### src/hdl/rtc_cfg.svh
// Constants for the bus port and calendar: addresses, fields, reset values and timing counts.
`ifndef RTC_CFG_SVH
`define RTC_CFG_SVH

// ************************************************************
// Register addresses
// ************************************************************
`define RTC_A_SEC_UNITS   4'h0
`define RTC_A_SEC_TENS    4'h1
`define RTC_A_MIN_UNITS   4'h2
`define RTC_A_MIN_TENS    4'h3
`define RTC_A_HOUR_UNITS  4'h4
`define RTC_A_HOUR_TENS   4'h5
`define RTC_A_DATE_UNITS  4'h6
`define RTC_A_DATE_TENS   4'h7
`define RTC_A_MONTH_UNITS 4'h8
`define RTC_A_MONTH_TENS  4'h9
`define RTC_A_YEAR_UNITS  4'ha
`define RTC_A_YEAR_TENS   4'hb
`define RTC_A_WEEKDAY     4'hc
`define RTC_A_CTRL_F      4'hf
`define RTC_NUM_TIME_REGS 13

// ************************************************************
// Field positions
// ************************************************************
`define RTC_HT_TWENTY_BIT 1
`define RTC_HT_PM_BIT     2
`define RTC_F_MODE24_BIT  2

// ************************************************************
// Reset values (00:00:00, hours read 00 in 12-hour view as well, 01-01-00, day 0)
// ************************************************************
`define RTC_RST_DATE_UNITS  4'h1
`define RTC_RST_MONTH_UNITS 4'h1

// ************************************************************
// Timing
// ************************************************************
`define RTC_OSC_HZ        32768
`define RTC_STD_LOW_NS    7812500
`define RTC_STD_LOW_OSC   ((`RTC_STD_LOW_NS * 64'd32768) / 64'd1000000000)

`endif

### src/hdl/rtc_pkg.sv
// Shared types of the bus port and calendar.
package rtc_pkg;

   typedef logic [3:0] rtc_nib_t;

   typedef enum logic [1:0]
   {
      RTC_PS_IDLE = 2'b01,
      RTC_PS_LOW  = 2'b10
   } rtc_pulse_st_t;

endpackage

### src/hdl/rtc_tick_if.sv
// Time base signals passed from the divider to the calendar.
`timescale 1ns/1ps
interface rtc_tick_if;
   logic osc_edge;  // One cycle per oscillator rising edge.
   logic sec_tick;  // One cycle per second.

   modport src
   (
      output osc_edge,
      output sec_tick
   );
   modport dst
   (
      input  osc_edge,
      input  sec_tick
   );
endinterface

### src/hdl/rtc_sec_div.sv
// Divides the sampled oscillator pin down to a one-second tick.
`timescale 1ns/1ps
`include "rtc_cfg.svh"
module rtc_sec_div
#(
   parameter int OSC_HZ = `RTC_OSC_HZ
)
(
   input  wire logic clk_i,    // System clock.
   input  wire logic reset_i,  // Asynchronous reset, active high.
   input  wire logic osc_pin_i, // Oscillator level, synchronous.
   rtc_tick_if.src   tick      // Tick outputs.
);

   logic        osc_q;
   logic [15:0] div_q;
   logic        edge_w;

   assign edge_w = osc_pin_i & ~osc_q;

   always_ff @(posedge clk_i or posedge reset_i)
   begin
      if (reset_i)
         osc_q <= 1'b0;
      else
         osc_q <= osc_pin_i;
   end

   // ************************************************************
   // Prescaler
   // ************************************************************
   always_ff @(posedge clk_i or posedge reset_i)
   begin
      if (reset_i)
         div_q <= 16'h0000;
      else if (edge_w)
         div_q <= (div_q == 16'(OSC_HZ - 1)) ? 16'h0000 : div_q + 16'h0001;
   end

   assign tick.osc_edge = edge_w;
   assign tick.sec_tick = edge_w && (div_q == 16'(OSC_HZ - 1));

endmodule // rtc_sec_div

### src/hdl/rtc_bus_port.sv
// Parallel bus port and BCD calendar of the real time clock.
// ************************************************************
// What this block does
// - Four-bit two-way data bus, bit 0 LSB.
// - Four address inputs pick the register.
// - Latch passes address when enabled, else holds.
// - Selected write to 0 to C stores nibble on strobe rise.
// - Selected read drives register onto data bus.
// - Both strobes low suppresses the read.
// - Both chip selects gate read and write; low select alone gates latch.
// - Open-drain low pulse output, mode by control.
// - Time registers hold BCD values.
// - Bits weigh 8,4,2,1, positive logic.
// - 24-hour mode: afternoon flag reads zero.
// - 12-hour mode: bit twenty reads zero unless written.
// - Automatic leap year from two year digits.
// - Impossible date becomes first of next month.
// - Weekday counts 0 to 6, wraps.
// - Mode bit selects 24 or 12 hours.
// - Time registers sit at addresses 0 to C.
// ************************************************************
`timescale 1ns/1ps
`include "rtc_cfg.svh"
module rtc_bus_port
#(
   parameter int OSC_HZ  = `RTC_OSC_HZ,
   parameter int STD_LOW = 256
)
(
   input  wire logic       clk_i,              // System clock, 200 MHz.
   input  wire logic       reset_i,            // Asynchronous reset, active high.
   input  wire logic [3:0] addr_i,             // Register address.
   input  wire logic       ale_i,              // Address latch enable.
   input  wire logic       chip_sel_low_active_n_i, // Select, active low.
   input  wire logic       chip_sel_high_active_i,  // Select, active high.
   input  wire logic       rd_n_i,             // Read strobe, active low.
   input  wire logic       wr_n_i,             // Write strobe, active low.
   input  wire logic [3:0] data_i,             // Data bus level in.
   output logic      [3:0] data_o,             // Data bus drive value.
   output logic            data_oe_o,          // Data bus drive enable.
   input  wire logic       osc_pin_i,          // Oscillator level.
   input  wire logic       hour_mode_24_i,     // 1 selects 24-hour counting.
   input  wire logic       pulse_irq_mode_i,   // 1 interrupt, 0 fixed pulse.
   input  wire logic       pulse_irq_clear_i,  // Ends a held interrupt.
   output logic            pulse_irq_out_o,    // Open-drain pin value, always 0.
   output logic            pulse_irq_out_oe_o  // High while pin pulled low.
);

   rtc_tick_if tick();

   rtc_sec_div #(.OSC_HZ(OSC_HZ)) u_div
   (
      .clk_i     (clk_i),
      .reset_i   (reset_i),
      .osc_pin_i (osc_pin_i),
      .tick      (tick)
   );

   rtc_pkg::rtc_nib_t   regs_q [0:`RTC_NUM_TIME_REGS-1];
   rtc_pkg::rtc_nib_t   nxt    [0:`RTC_NUM_TIME_REGS-1];
   logic [3:0]          addr_q;
   logic [3:0]          eff_addr;
   logic                wr_n_q;
   logic                sel;
   logic                wr_pulse;
   logic                mode24_q;

   function automatic logic [6:0] to_bin(input logic [3:0] t, input logic [3:0] u);
      to_bin = 7'(t * 4'd10) + 7'(u);
   endfunction

   function automatic logic [7:0] to_bcd(input logic [6:0] b);
      to_bcd = {4'(b / 7'd10), 4'(b % 7'd10)};
   endfunction

   // ************************************************************
   // Bus port
   // ************************************************************
   assign sel = chip_sel_high_active_i && !chip_sel_low_active_n_i;
   assign eff_addr = (ale_i && !chip_sel_low_active_n_i) ? addr_i : addr_q;
   assign wr_pulse = sel && !wr_n_q && wr_n_i;

   always_ff @(posedge clk_i or posedge reset_i)
   begin
      if (reset_i)
         addr_q <= 4'h0;
      else if (ale_i && !chip_sel_low_active_n_i)
         addr_q <= addr_i;
   end

   always_ff @(posedge clk_i or posedge reset_i)
   begin
      if (reset_i)
         wr_n_q <= 1'b1;
      else
         wr_n_q <= wr_n_i;
   end

   // Drive only when selected and the write strobe is idle.
   assign data_oe_o = sel && !rd_n_i && wr_n_i;

   always_ff @(posedge clk_i or posedge reset_i)
   begin
      if (reset_i)
         data_o <= 4'h0;
      else if (eff_addr == `RTC_A_HOUR_TENS)
      begin
         data_o <= regs_q[`RTC_A_HOUR_TENS];
         if (mode24_q)
            data_o[`RTC_HT_PM_BIT] <= 1'b0;
      end
      else if (eff_addr < 4'(`RTC_NUM_TIME_REGS))
         data_o <= regs_q[eff_addr];
      else if (eff_addr == `RTC_A_CTRL_F)
         data_o <= {1'b0, mode24_q, 2'b00};
      else
         data_o <= 4'h0;
   end

   always_ff @(posedge clk_i or posedge reset_i)
   begin
      if (reset_i)
         mode24_q <= 1'b0;
      else
         mode24_q <= hour_mode_24_i;
   end

   // ************************************************************
   // Calendar counting
   // ************************************************************
   logic [6:0] sec_b, min_b, hr_b, date_b, mon_b, yr_b, dim, hr_n;
   logic       c_min, c_hr, c_day, c_mon, pm_n;

   always_comb
   begin
      for (int i = 0; i < `RTC_NUM_TIME_REGS; i++)
         nxt[i] = regs_q[i];
      sec_b  = to_bin(regs_q[`RTC_A_SEC_TENS], regs_q[`RTC_A_SEC_UNITS]);
      min_b  = to_bin(regs_q[`RTC_A_MIN_TENS], regs_q[`RTC_A_MIN_UNITS]);
      hr_b   = to_bin({2'b00, regs_q[`RTC_A_HOUR_TENS][1:0]}, regs_q[`RTC_A_HOUR_UNITS]);
      date_b = to_bin(regs_q[`RTC_A_DATE_TENS], regs_q[`RTC_A_DATE_UNITS]);
      mon_b  = to_bin(regs_q[`RTC_A_MONTH_TENS], regs_q[`RTC_A_MONTH_UNITS]);
      yr_b   = to_bin(regs_q[`RTC_A_YEAR_TENS], regs_q[`RTC_A_YEAR_UNITS]);
      pm_n   = regs_q[`RTC_A_HOUR_TENS][`RTC_HT_PM_BIT];
      // Year 00 counts as leap, which holds for the current century.
      if (mon_b == 7'd2)
         dim = (yr_b[1:0] == 2'b00) ? 7'd29 : 7'd28;
      else if (mon_b == 7'd4 || mon_b == 7'd6 || mon_b == 7'd9 || mon_b == 7'd11)
         dim = 7'd30;
      else
         dim = 7'd31;
      c_min = sec_b >= 7'd59;
      c_hr  = c_min && (min_b >= 7'd59);
      if (mode24_q)
      begin
         c_day = c_hr && (hr_b >= 7'd23);
         hr_n  = c_day ? 7'd0 : hr_b + 7'd1;
      end
      else
      begin
         c_day = c_hr && (hr_b == 7'd11) && pm_n;
         hr_n  = (hr_b >= 7'd12) ? 7'd1 : hr_b + 7'd1;
      end
      // A date at or past month end, real or not, moves to the 1st.
      c_mon = c_day && (date_b >= dim);
      if (tick.sec_tick)
      begin
         {nxt[`RTC_A_SEC_TENS], nxt[`RTC_A_SEC_UNITS]} =
            to_bcd(c_min ? 7'd0 : sec_b + 7'd1);
         if (c_min)
            {nxt[`RTC_A_MIN_TENS], nxt[`RTC_A_MIN_UNITS]} =
               to_bcd(c_hr ? 7'd0 : min_b + 7'd1);
         if (c_hr)
         begin
            {nxt[`RTC_A_HOUR_TENS], nxt[`RTC_A_HOUR_UNITS]} = to_bcd(hr_n);
            if (!mode24_q)
               nxt[`RTC_A_HOUR_TENS][`RTC_HT_PM_BIT] = (hr_b == 7'd11) ? !pm_n : pm_n;
         end
         if (c_day)
         begin
            {nxt[`RTC_A_DATE_TENS], nxt[`RTC_A_DATE_UNITS]} =
               to_bcd(c_mon ? 7'd1 : date_b + 7'd1);
            nxt[`RTC_A_WEEKDAY] = (regs_q[`RTC_A_WEEKDAY] >= 4'h6) ? 4'h0 :
                                  regs_q[`RTC_A_WEEKDAY] + 4'h1;
         end
         if (c_mon)
         begin
            {nxt[`RTC_A_MONTH_TENS], nxt[`RTC_A_MONTH_UNITS]} =
               to_bcd((mon_b >= 7'd12) ? 7'd1 : mon_b + 7'd1);
            if (mon_b >= 7'd12)
               {nxt[`RTC_A_YEAR_TENS], nxt[`RTC_A_YEAR_UNITS]} =
                  to_bcd((yr_b >= 7'd99) ? 7'd0 : yr_b + 7'd1);
         end
      end
      // Values are stored unchecked; out-of-range writes count oddly.
      if (wr_pulse && eff_addr < 4'(`RTC_NUM_TIME_REGS))
         nxt[eff_addr] = data_i;
      // Entering 12-hour mode clears bit twenty until the host rewrites it.
      if (mode24_q && !hour_mode_24_i)
         nxt[`RTC_A_HOUR_TENS][`RTC_HT_TWENTY_BIT] = 1'b0;
   end

   always_ff @(posedge clk_i or posedge reset_i)
   begin
      if (reset_i)
      begin
         for (int i = 0; i < `RTC_NUM_TIME_REGS; i++)
            regs_q[i] <= 4'h0;
         regs_q[`RTC_A_DATE_UNITS]  <= `RTC_RST_DATE_UNITS;
         regs_q[`RTC_A_MONTH_UNITS] <= `RTC_RST_MONTH_UNITS;
      end
      else
      begin
         for (int i = 0; i < `RTC_NUM_TIME_REGS; i++)
            regs_q[i] <= nxt[i];
      end
   end

   // ************************************************************
   // Pulse and interrupt output
   // ************************************************************
   rtc_pkg::rtc_pulse_st_t ps_q;
   logic [15:0]            low_cnt_q;

   always_ff @(posedge clk_i or posedge reset_i)
   begin
      if (reset_i)
      begin
         ps_q      <= rtc_pkg::RTC_PS_IDLE;
         low_cnt_q <= 16'h0000;
      end
      else
      begin
         case (ps_q)
            rtc_pkg::RTC_PS_IDLE:
               if (tick.sec_tick)
               begin
                  ps_q      <= rtc_pkg::RTC_PS_LOW;
                  low_cnt_q <= 16'h0000;
               end
            rtc_pkg::RTC_PS_LOW:
            begin
               // Selects play no part here: the pin runs while deselected.
               if (pulse_irq_clear_i)
                  ps_q <= rtc_pkg::RTC_PS_IDLE;
               else if (!pulse_irq_mode_i && tick.osc_edge)
               begin
                  low_cnt_q <= low_cnt_q + 16'h0001;
                  if (low_cnt_q == 16'(STD_LOW - 1))
                     ps_q <= rtc_pkg::RTC_PS_IDLE;
               end
            end
            default:
               ps_q <= rtc_pkg::RTC_PS_IDLE;
         endcase
      end
   end

   assign pulse_irq_out_o    = 1'b0;
   assign pulse_irq_out_oe_o = (ps_q == rtc_pkg::RTC_PS_LOW);

endmodule // rtc_bus_port

### config.mk
export PLATFORM = sky130hd
export DESIGN_NAME = rtc_bus_port
export DESIGN_NICKNAME = d
export VERILOG_FILES = /design/src/hdl/rtc_pkg.sv /design/src/hdl/rtc_tick_if.sv /design/src/hdl/rtc_sec_div.sv /design/src/hdl/rtc_bus_port.sv
export VERILOG_INCLUDE_DIRS = /design/src /design/src/hdl
export SDC_FILE = /design/constraint.sdc
export NUM_CORES = 1
export LEC_CHECK = 0
export BUFFER_PORTS_ARGS = -buffer_cell sky130_fd_sc_hd__clkbuf_2
export CAP_MARGIN = 20
export CORE_MARGIN = 8
export CORE_UTILIZATION = 40
export DETAILED_ROUTE_END_ITERATION = 8
export GPL_TIMING_DRIVEN = 1
export PLACE_DENSITY = 0.56
export SYNTH_ARGS = -nofsm -noshare
export SYNTH_HDL_FRONTEND = slang
export SYNTH_SLANG_ARGS = --single-unit
### constraint.sdc
create_clock -name clk_i -period 7.84 [get_ports clk_i]
set_input_delay 0.392 -clock clk_i [delete_from_list [all_inputs] [get_ports clk_i]]
set_output_delay 0.392 -clock clk_i [all_outputs]
set_load 0.02 [all_outputs]
After elaboration in Yosys (flattened, before gate mapping)
Cells that the tools add are included.

Add/sub/neg operators: 15. Multiply operators: 6. Divide/modulo/power cells: 12. Magnitude comparators: 11. Eq/ne operators: 17. Shifts and indexed selects: 0. Muxes and demuxes: 45. Bitwise operators: 3. Reduce and logical (&&, ||, !) cells: 29.

Operators by type and width (count): 2-to-1 mux 52 bit (2); 2-to-1 mux 16 bit (5); 2-to-1 mux 7 bit (8); bitwise mux 52 bit (1); adder 7 x 1 -> 7 bit (second input constant) (6); divider 7 x 4 -> 7 bit (second input constant) (6); modulo 7 x 4 -> 7 bit (second input constant) (6); adder 7 x 4 -> 7 bit (5); adder 16 x 1 -> 16 bit (second input constant) (2); 2-to-1 mux 4 bit (8); 2-to-1 mux 8 bit (4); case mux 16 bit (2 select lines) (1); multiplier 4 x 3 -> 6 bit (second input constant) (5); equality test 7 x 4 -> 1 bit (second input constant) (3); binary-select mux 4 bit (select 4 bit) (1); demux 4 bit (select 4 bit) (1); equality test 16 x 15 -> 1 bit (second input constant) (1); equality test 16 x 8 -> 1 bit (second input constant) (1); logical AND 1 bit (16); equality test 7 x 3 -> 1 bit (second input constant) (2); greater-or-equal comparator 7 x 4 -> 1 bit (second input constant) (2); greater-or-equal comparator 7 x 6 -> 1 bit (second input constant) (2); 2-to-1 mux 2 bit (5); adder 6 x 4 -> 7 bit (1); other kinds (29) (44).

Flip-flop bits (word level): 97. Latch bits: 0. Memory bits (writable): 0. ROM bits: 0. Input bits: 19. Output and inout bits: 7. Logic and storage cells: 159. Memories: 0.

Depth between registers and ports, before layout
Depth after elaboration: 17. Depth in mapped cells: 29. Mapped depth without buffers: 28.

By module
Synthesis repeated with hierarchy kept, for this count alone.

Cells, all modules: 1125. Area total of the unflattened synthesis: 9277.6 um^2.

Modules (own cells, without submodules): rtc_bus_port (instances 1, cells each 1050, area an instance 8373.0 um^2, sequential area each 2006.9 um^2); rtc_sec_div (instances 1, cells each 75, area an instance 904.6 um^2, sequential area each 425.4 um^2).

Worst setup path after synthesis
Ideal clock, no wire load.

Path type: register -> register. Start: register regs_q[13] (netlist name). End: register regs_q[26] (netlist name). Setup time: 126 ps. Arrival: 5514 ps. Data required time: 7714 ps. Path slack: 2199 ps. Cell stages (with the launch flop): 27. Cells stage by stage: dfrtp_1 > ha_1 > ha_1 > inv_1 > fa_1 > xor2_1 > nand2_1 > o31ai_1 > nand3_1 > ha_1 > nand2b_1 > a21oi_1 > o311a_4 > nor4_2 > nor2_1 > ha_1 > a21oi_1 > and3_1 > mux2_2 > nand2_2 > o21ai_0 > a21oi_1 > ha_1 > o32ai_1 > a211oi_2 > mux2i_1 > a221o_1.

RTL lines: from (decl) (RTL line rtc_bus_port.sv:59) `` rtc_pkg::rtc_nib_t regs_q [0:`RTC_NUM_TIME_REGS-1]; ``; from (signal, indexed assignment) (RTL line rtc_bus_port.sv:209) `` regs_q[`RTC_A_DATE_UNITS] <= `RTC_RST_DATE_UNITS; ``; from (signal, indexed assignment) (RTL line rtc_bus_port.sv:210) `` regs_q[`RTC_A_MONTH_UNITS] <= `RTC_RST_MONTH_UNITS; ``; from (signal, indexed assignment) (RTL line rtc_bus_port.sv:215) `regs_q[i] <= nxt[i];`.

==> impl_metrics.toml <==
[detailed_routing]
via_per_inst = 5.92
drt_pass1_iterations = 5
drc_errors = 0
vias = 8898
ant_nets = 0
finalWirelength_um = 26400
wl_per_cell_um = 17.6
detail_route.iter0.violations = 698

[worst_setup_path]
required_ns = 8.09
worstSetupStartpointType = "flop"
cpPeakStageDelay_ns = 0.75
critPathKind = "reg -> reg"
cpMostUsedCell = "ha_1"
crit_fanout = 6
crit_family = "compound AO/OA/AOI/OAI gates"
crit_arrival_ns = 7.23
slowest_stage = "nor4_2"
end_kind = "flop"
cp_num_buf_inv = 1

[sta]
rsz0062_at_grt = "false"
timing.fmax_ghz = 0.143
skew_ns = 0.0122
drv_slew = 0
period_minus_slack_ns = 6.98
hold_violations = 0
fin_crit_sh_pct = 89.1
hold_slack_ns = 0.0525
relSlewSlack_pct = 29.1
setup_tns_ns = 0
setup_viol = 0
worst_pin_slew_ns = 1.03

[global_routing]
grt_overflow = 0
antenna_found_initial = 0
grt_max_degree = 59
grt_pass1_vias = 8280
grt_usage_pct = 18.4
grt_pass1_wl_um = 43900

[placement]
place.gp.congestion = 0.876
dp_hpwl_um = 20200
numPortBuffers = 24
placed_area_mm2 = 0.0100

[floorplan]
rows = 57
initial_core_util_pct = 40.2
die_height_um = 171
die_area_mm2 = 0.0294
die_w_um = 171
core_area_mm2 = 0.0240
io_pins = 26

[clock_tree]
postCtsResizedCells = 0
path_clk_slew_ns = 0.08
cts_buffers = 9
cts_tree = "done"
cts_max_path_buffers = 2
insertion_delay_ns = 0.36
root_buffer = "clkbuf_16"
clock_sinks = 97
cts_setup_buffers = 0
cts.htree.levels = 3
cts_hold_buffers = 0

[cells_and_area]
antenna_cells = 0
design_area_mm2 = 0.0103
nets = 1266
layout-area-overhead-vs-synth_pct = 6.81
fillers = 2443
fin_util_pct = 43.0
drive_gt1_share_pct = 8.48

[logic_synthesis]
yosysSeqAreaShare_pct = 25.2
synthFlopType = "dfrtp_1"
async_flop_share_pct = 100
synth.yosys.warnings = 0
syn-instance-count = 1176
ys_seq_elements = 97
synth-edff-count = 0
synth.net_count = 1268
syn_avg_cell_area_um2 = 8.22
synth.distinct_cells = 99
synth_area_mm2 = 0.00967

[power]
ir_worst_vdd_v = 0.000241
powerDensity_mw_per_mm2 = 281
leakage_nw = 4.35

[min_path]
min_path_type = "in -> async"

[outcome]
status = "complete, no violations"

[flow_run]
maxCapViolations = 0
==> final timing paths <==
path | from | end | slack (ns) | depth (start not counted)
min | reset_i | u_div.div_q[1] | 0.05 | 2
max reg2reg | regs_q[13] | regs_q[26] | 0.86 | 25
max in group asynchronous | reset_i | addr_q[2] | 6.63 | 3
max | regs_q[13] | regs_q[26] | 0.86 | 25
min in group clk_i | wr_n_i | wr_n_q | 0.12 | 1
min reg2reg | u_div.div_q[14] | u_div.div_q[14] | 0.47 | 1
==> Yosys cell counts, types with 6 or more instances <==
cell | instances | share of area (%)
a21o_1 | 14 | 1.1
inv_1 | 36 | 1.4
mux4_2 | 7 | 1.6
clkbuf_1 | 28 | 1.1
a211oi_1 | 19 | 1.5
ha_1 | 62 | 8.0
and2_1 | 15 | 0.97
a22oi_1 | 6 | 0.47
nand2_1 | 129 | 5.0
xor2_1 | 33 | 3.0
a311oi_1 | 7 | 0.63
a31oi_1 | 22 | 1.4
or3_1 | 21 | 1.4
nor3_1 | 31 | 1.6
a221oi_1 | 11 | 1.0
or2_2 | 7 | 0.45
dfrtp_1 | 93 | 24
nand4_1 | 13 | 0.84
xnor2_1 | 31 | 2.8
nand2b_1 | 17 | 1.1
o31a_1 | 6 | 0.54
nor2_1 | 103 | 4.0
mux2_2 | 6 | 0.70
nor4_1 | 12 | 0.78
nor2b_1 | 6 | 0.39
nor3b_1 | 8 | 0.62
o31ai_1 | 8 | 0.62
o211ai_1 | 12 | 0.93
a21oi_1 | 72 | 3.7
nand3_1 | 53 | 2.7
fa_1 | 11 | 2.3
mux2i_1 | 34 | 3.5
and3_1 | 12 | 0.78
o21ai_0 | 75 | 3.9
a2111oi_0 | 12 | 1.1
o21a_1 | 7 | 0.54
==> cells by family after synthesis <==
family	Yosys count	synth area share, %
buffers and inverters	81	3.46
XOR/XNOR	67	6.37
AO/OA/AOI/OAI	356	25.7
adder cells (fa/ha/maj)	73	10.3
flip-flops	97	25.2
other	1	0.0388
AND/OR/NAND/NOR	453	23.0
multiplexers	48	6.00
==> stage by stage <==
stage / setup WS [ns] / total power, W / instances
6_report: 0.858 / 0.00290 / 1503
5_1_grt: 0.386 / 0.00316 / 1503
4_1_cts: 0.959 / 0.00290 / 1503
3_5_place_dp: 1.01 / 0.00245 / 1487
3_3_place_gp: 1.04 / 0.00246 / 1487
2_1_floorplan: 2.20 / 0.00208 / 1176
==> registers in the layout (all words and copies together), names as in the netlist <==
name         count
mode24_q         1
u_div.div_q     16
data_o           4
regs_q          51
pm_n             1
low_cnt_q       16
ps_q             2
wr_n_q           1
u_div.osc_q      1
addr_q           4
==> area by class of cell <==
cell class	count	area, um^2	share of cell area, %
clock buffers	9	225	2.18
clock inverters	7	58.8	0.569
inverters	40	153	1.48
multi-input cells	998	6900	66.8
flip-flops and latches	97	2430	23.6
well taps	324	405	3.93
repair buffers	28	150	1.45
==> layer usage <==
layer | vias to the layer above | global-route usage (%) | wire (um)
li1 | 4427 | - | -
met5 | - | 0 | 0
met4 | 0 | 6.01 | 513
met1 | 4251 | 25.3 | 12700
met2 | 188 | 28.7 | 12100
met3 | 32 | 3.17 | 1150
==> report_power, final <==
part           internal [W]  switching (W)
Combinational      0.000734        0.00107
Clock              0.000221       0.000217
Sequential         0.000568      0.0000903
==> worst register-to-register path, cell delays in order (launching register included) <==
cell	delay [ns]
dfrtp_1	0.47
ha_1	0.34
ha_1	0.15
inv_1	0.05
fa_1	0.37
xor2_1	0.24
nand2_1	0.08
o31ai_1	0.44
nor4bb_1	0.41
ha_1	0.18
a21oi_1	0.12
o311a_4	0.39
nor4_2	0.75
nor2_1	0.16
ha_1	0.26
a21oi_1	0.20
and3_1	0.22
mux2_2	0.37
nand2_2	0.12
o21ai_0	0.10
a21oi_1	0.20
ha_1	0.29
o32ai_1	0.13
a211oi_2	0.39
mux2i_1	0.13
a221o_1	0.33
==> cell usage in the layout, fill, tap and decap left out, drive strengths merged, types with 33 or more instances in the layout <==
cell type and instances:
nand2 131, nor2 103, dfrtp 93, o21ai 79
a21oi 74, ha 62, nand3 53, inv 43
mux2i 34, xor2 34, clkbuf 33
No activity file was read; power rests on OpenSTA's default activity.
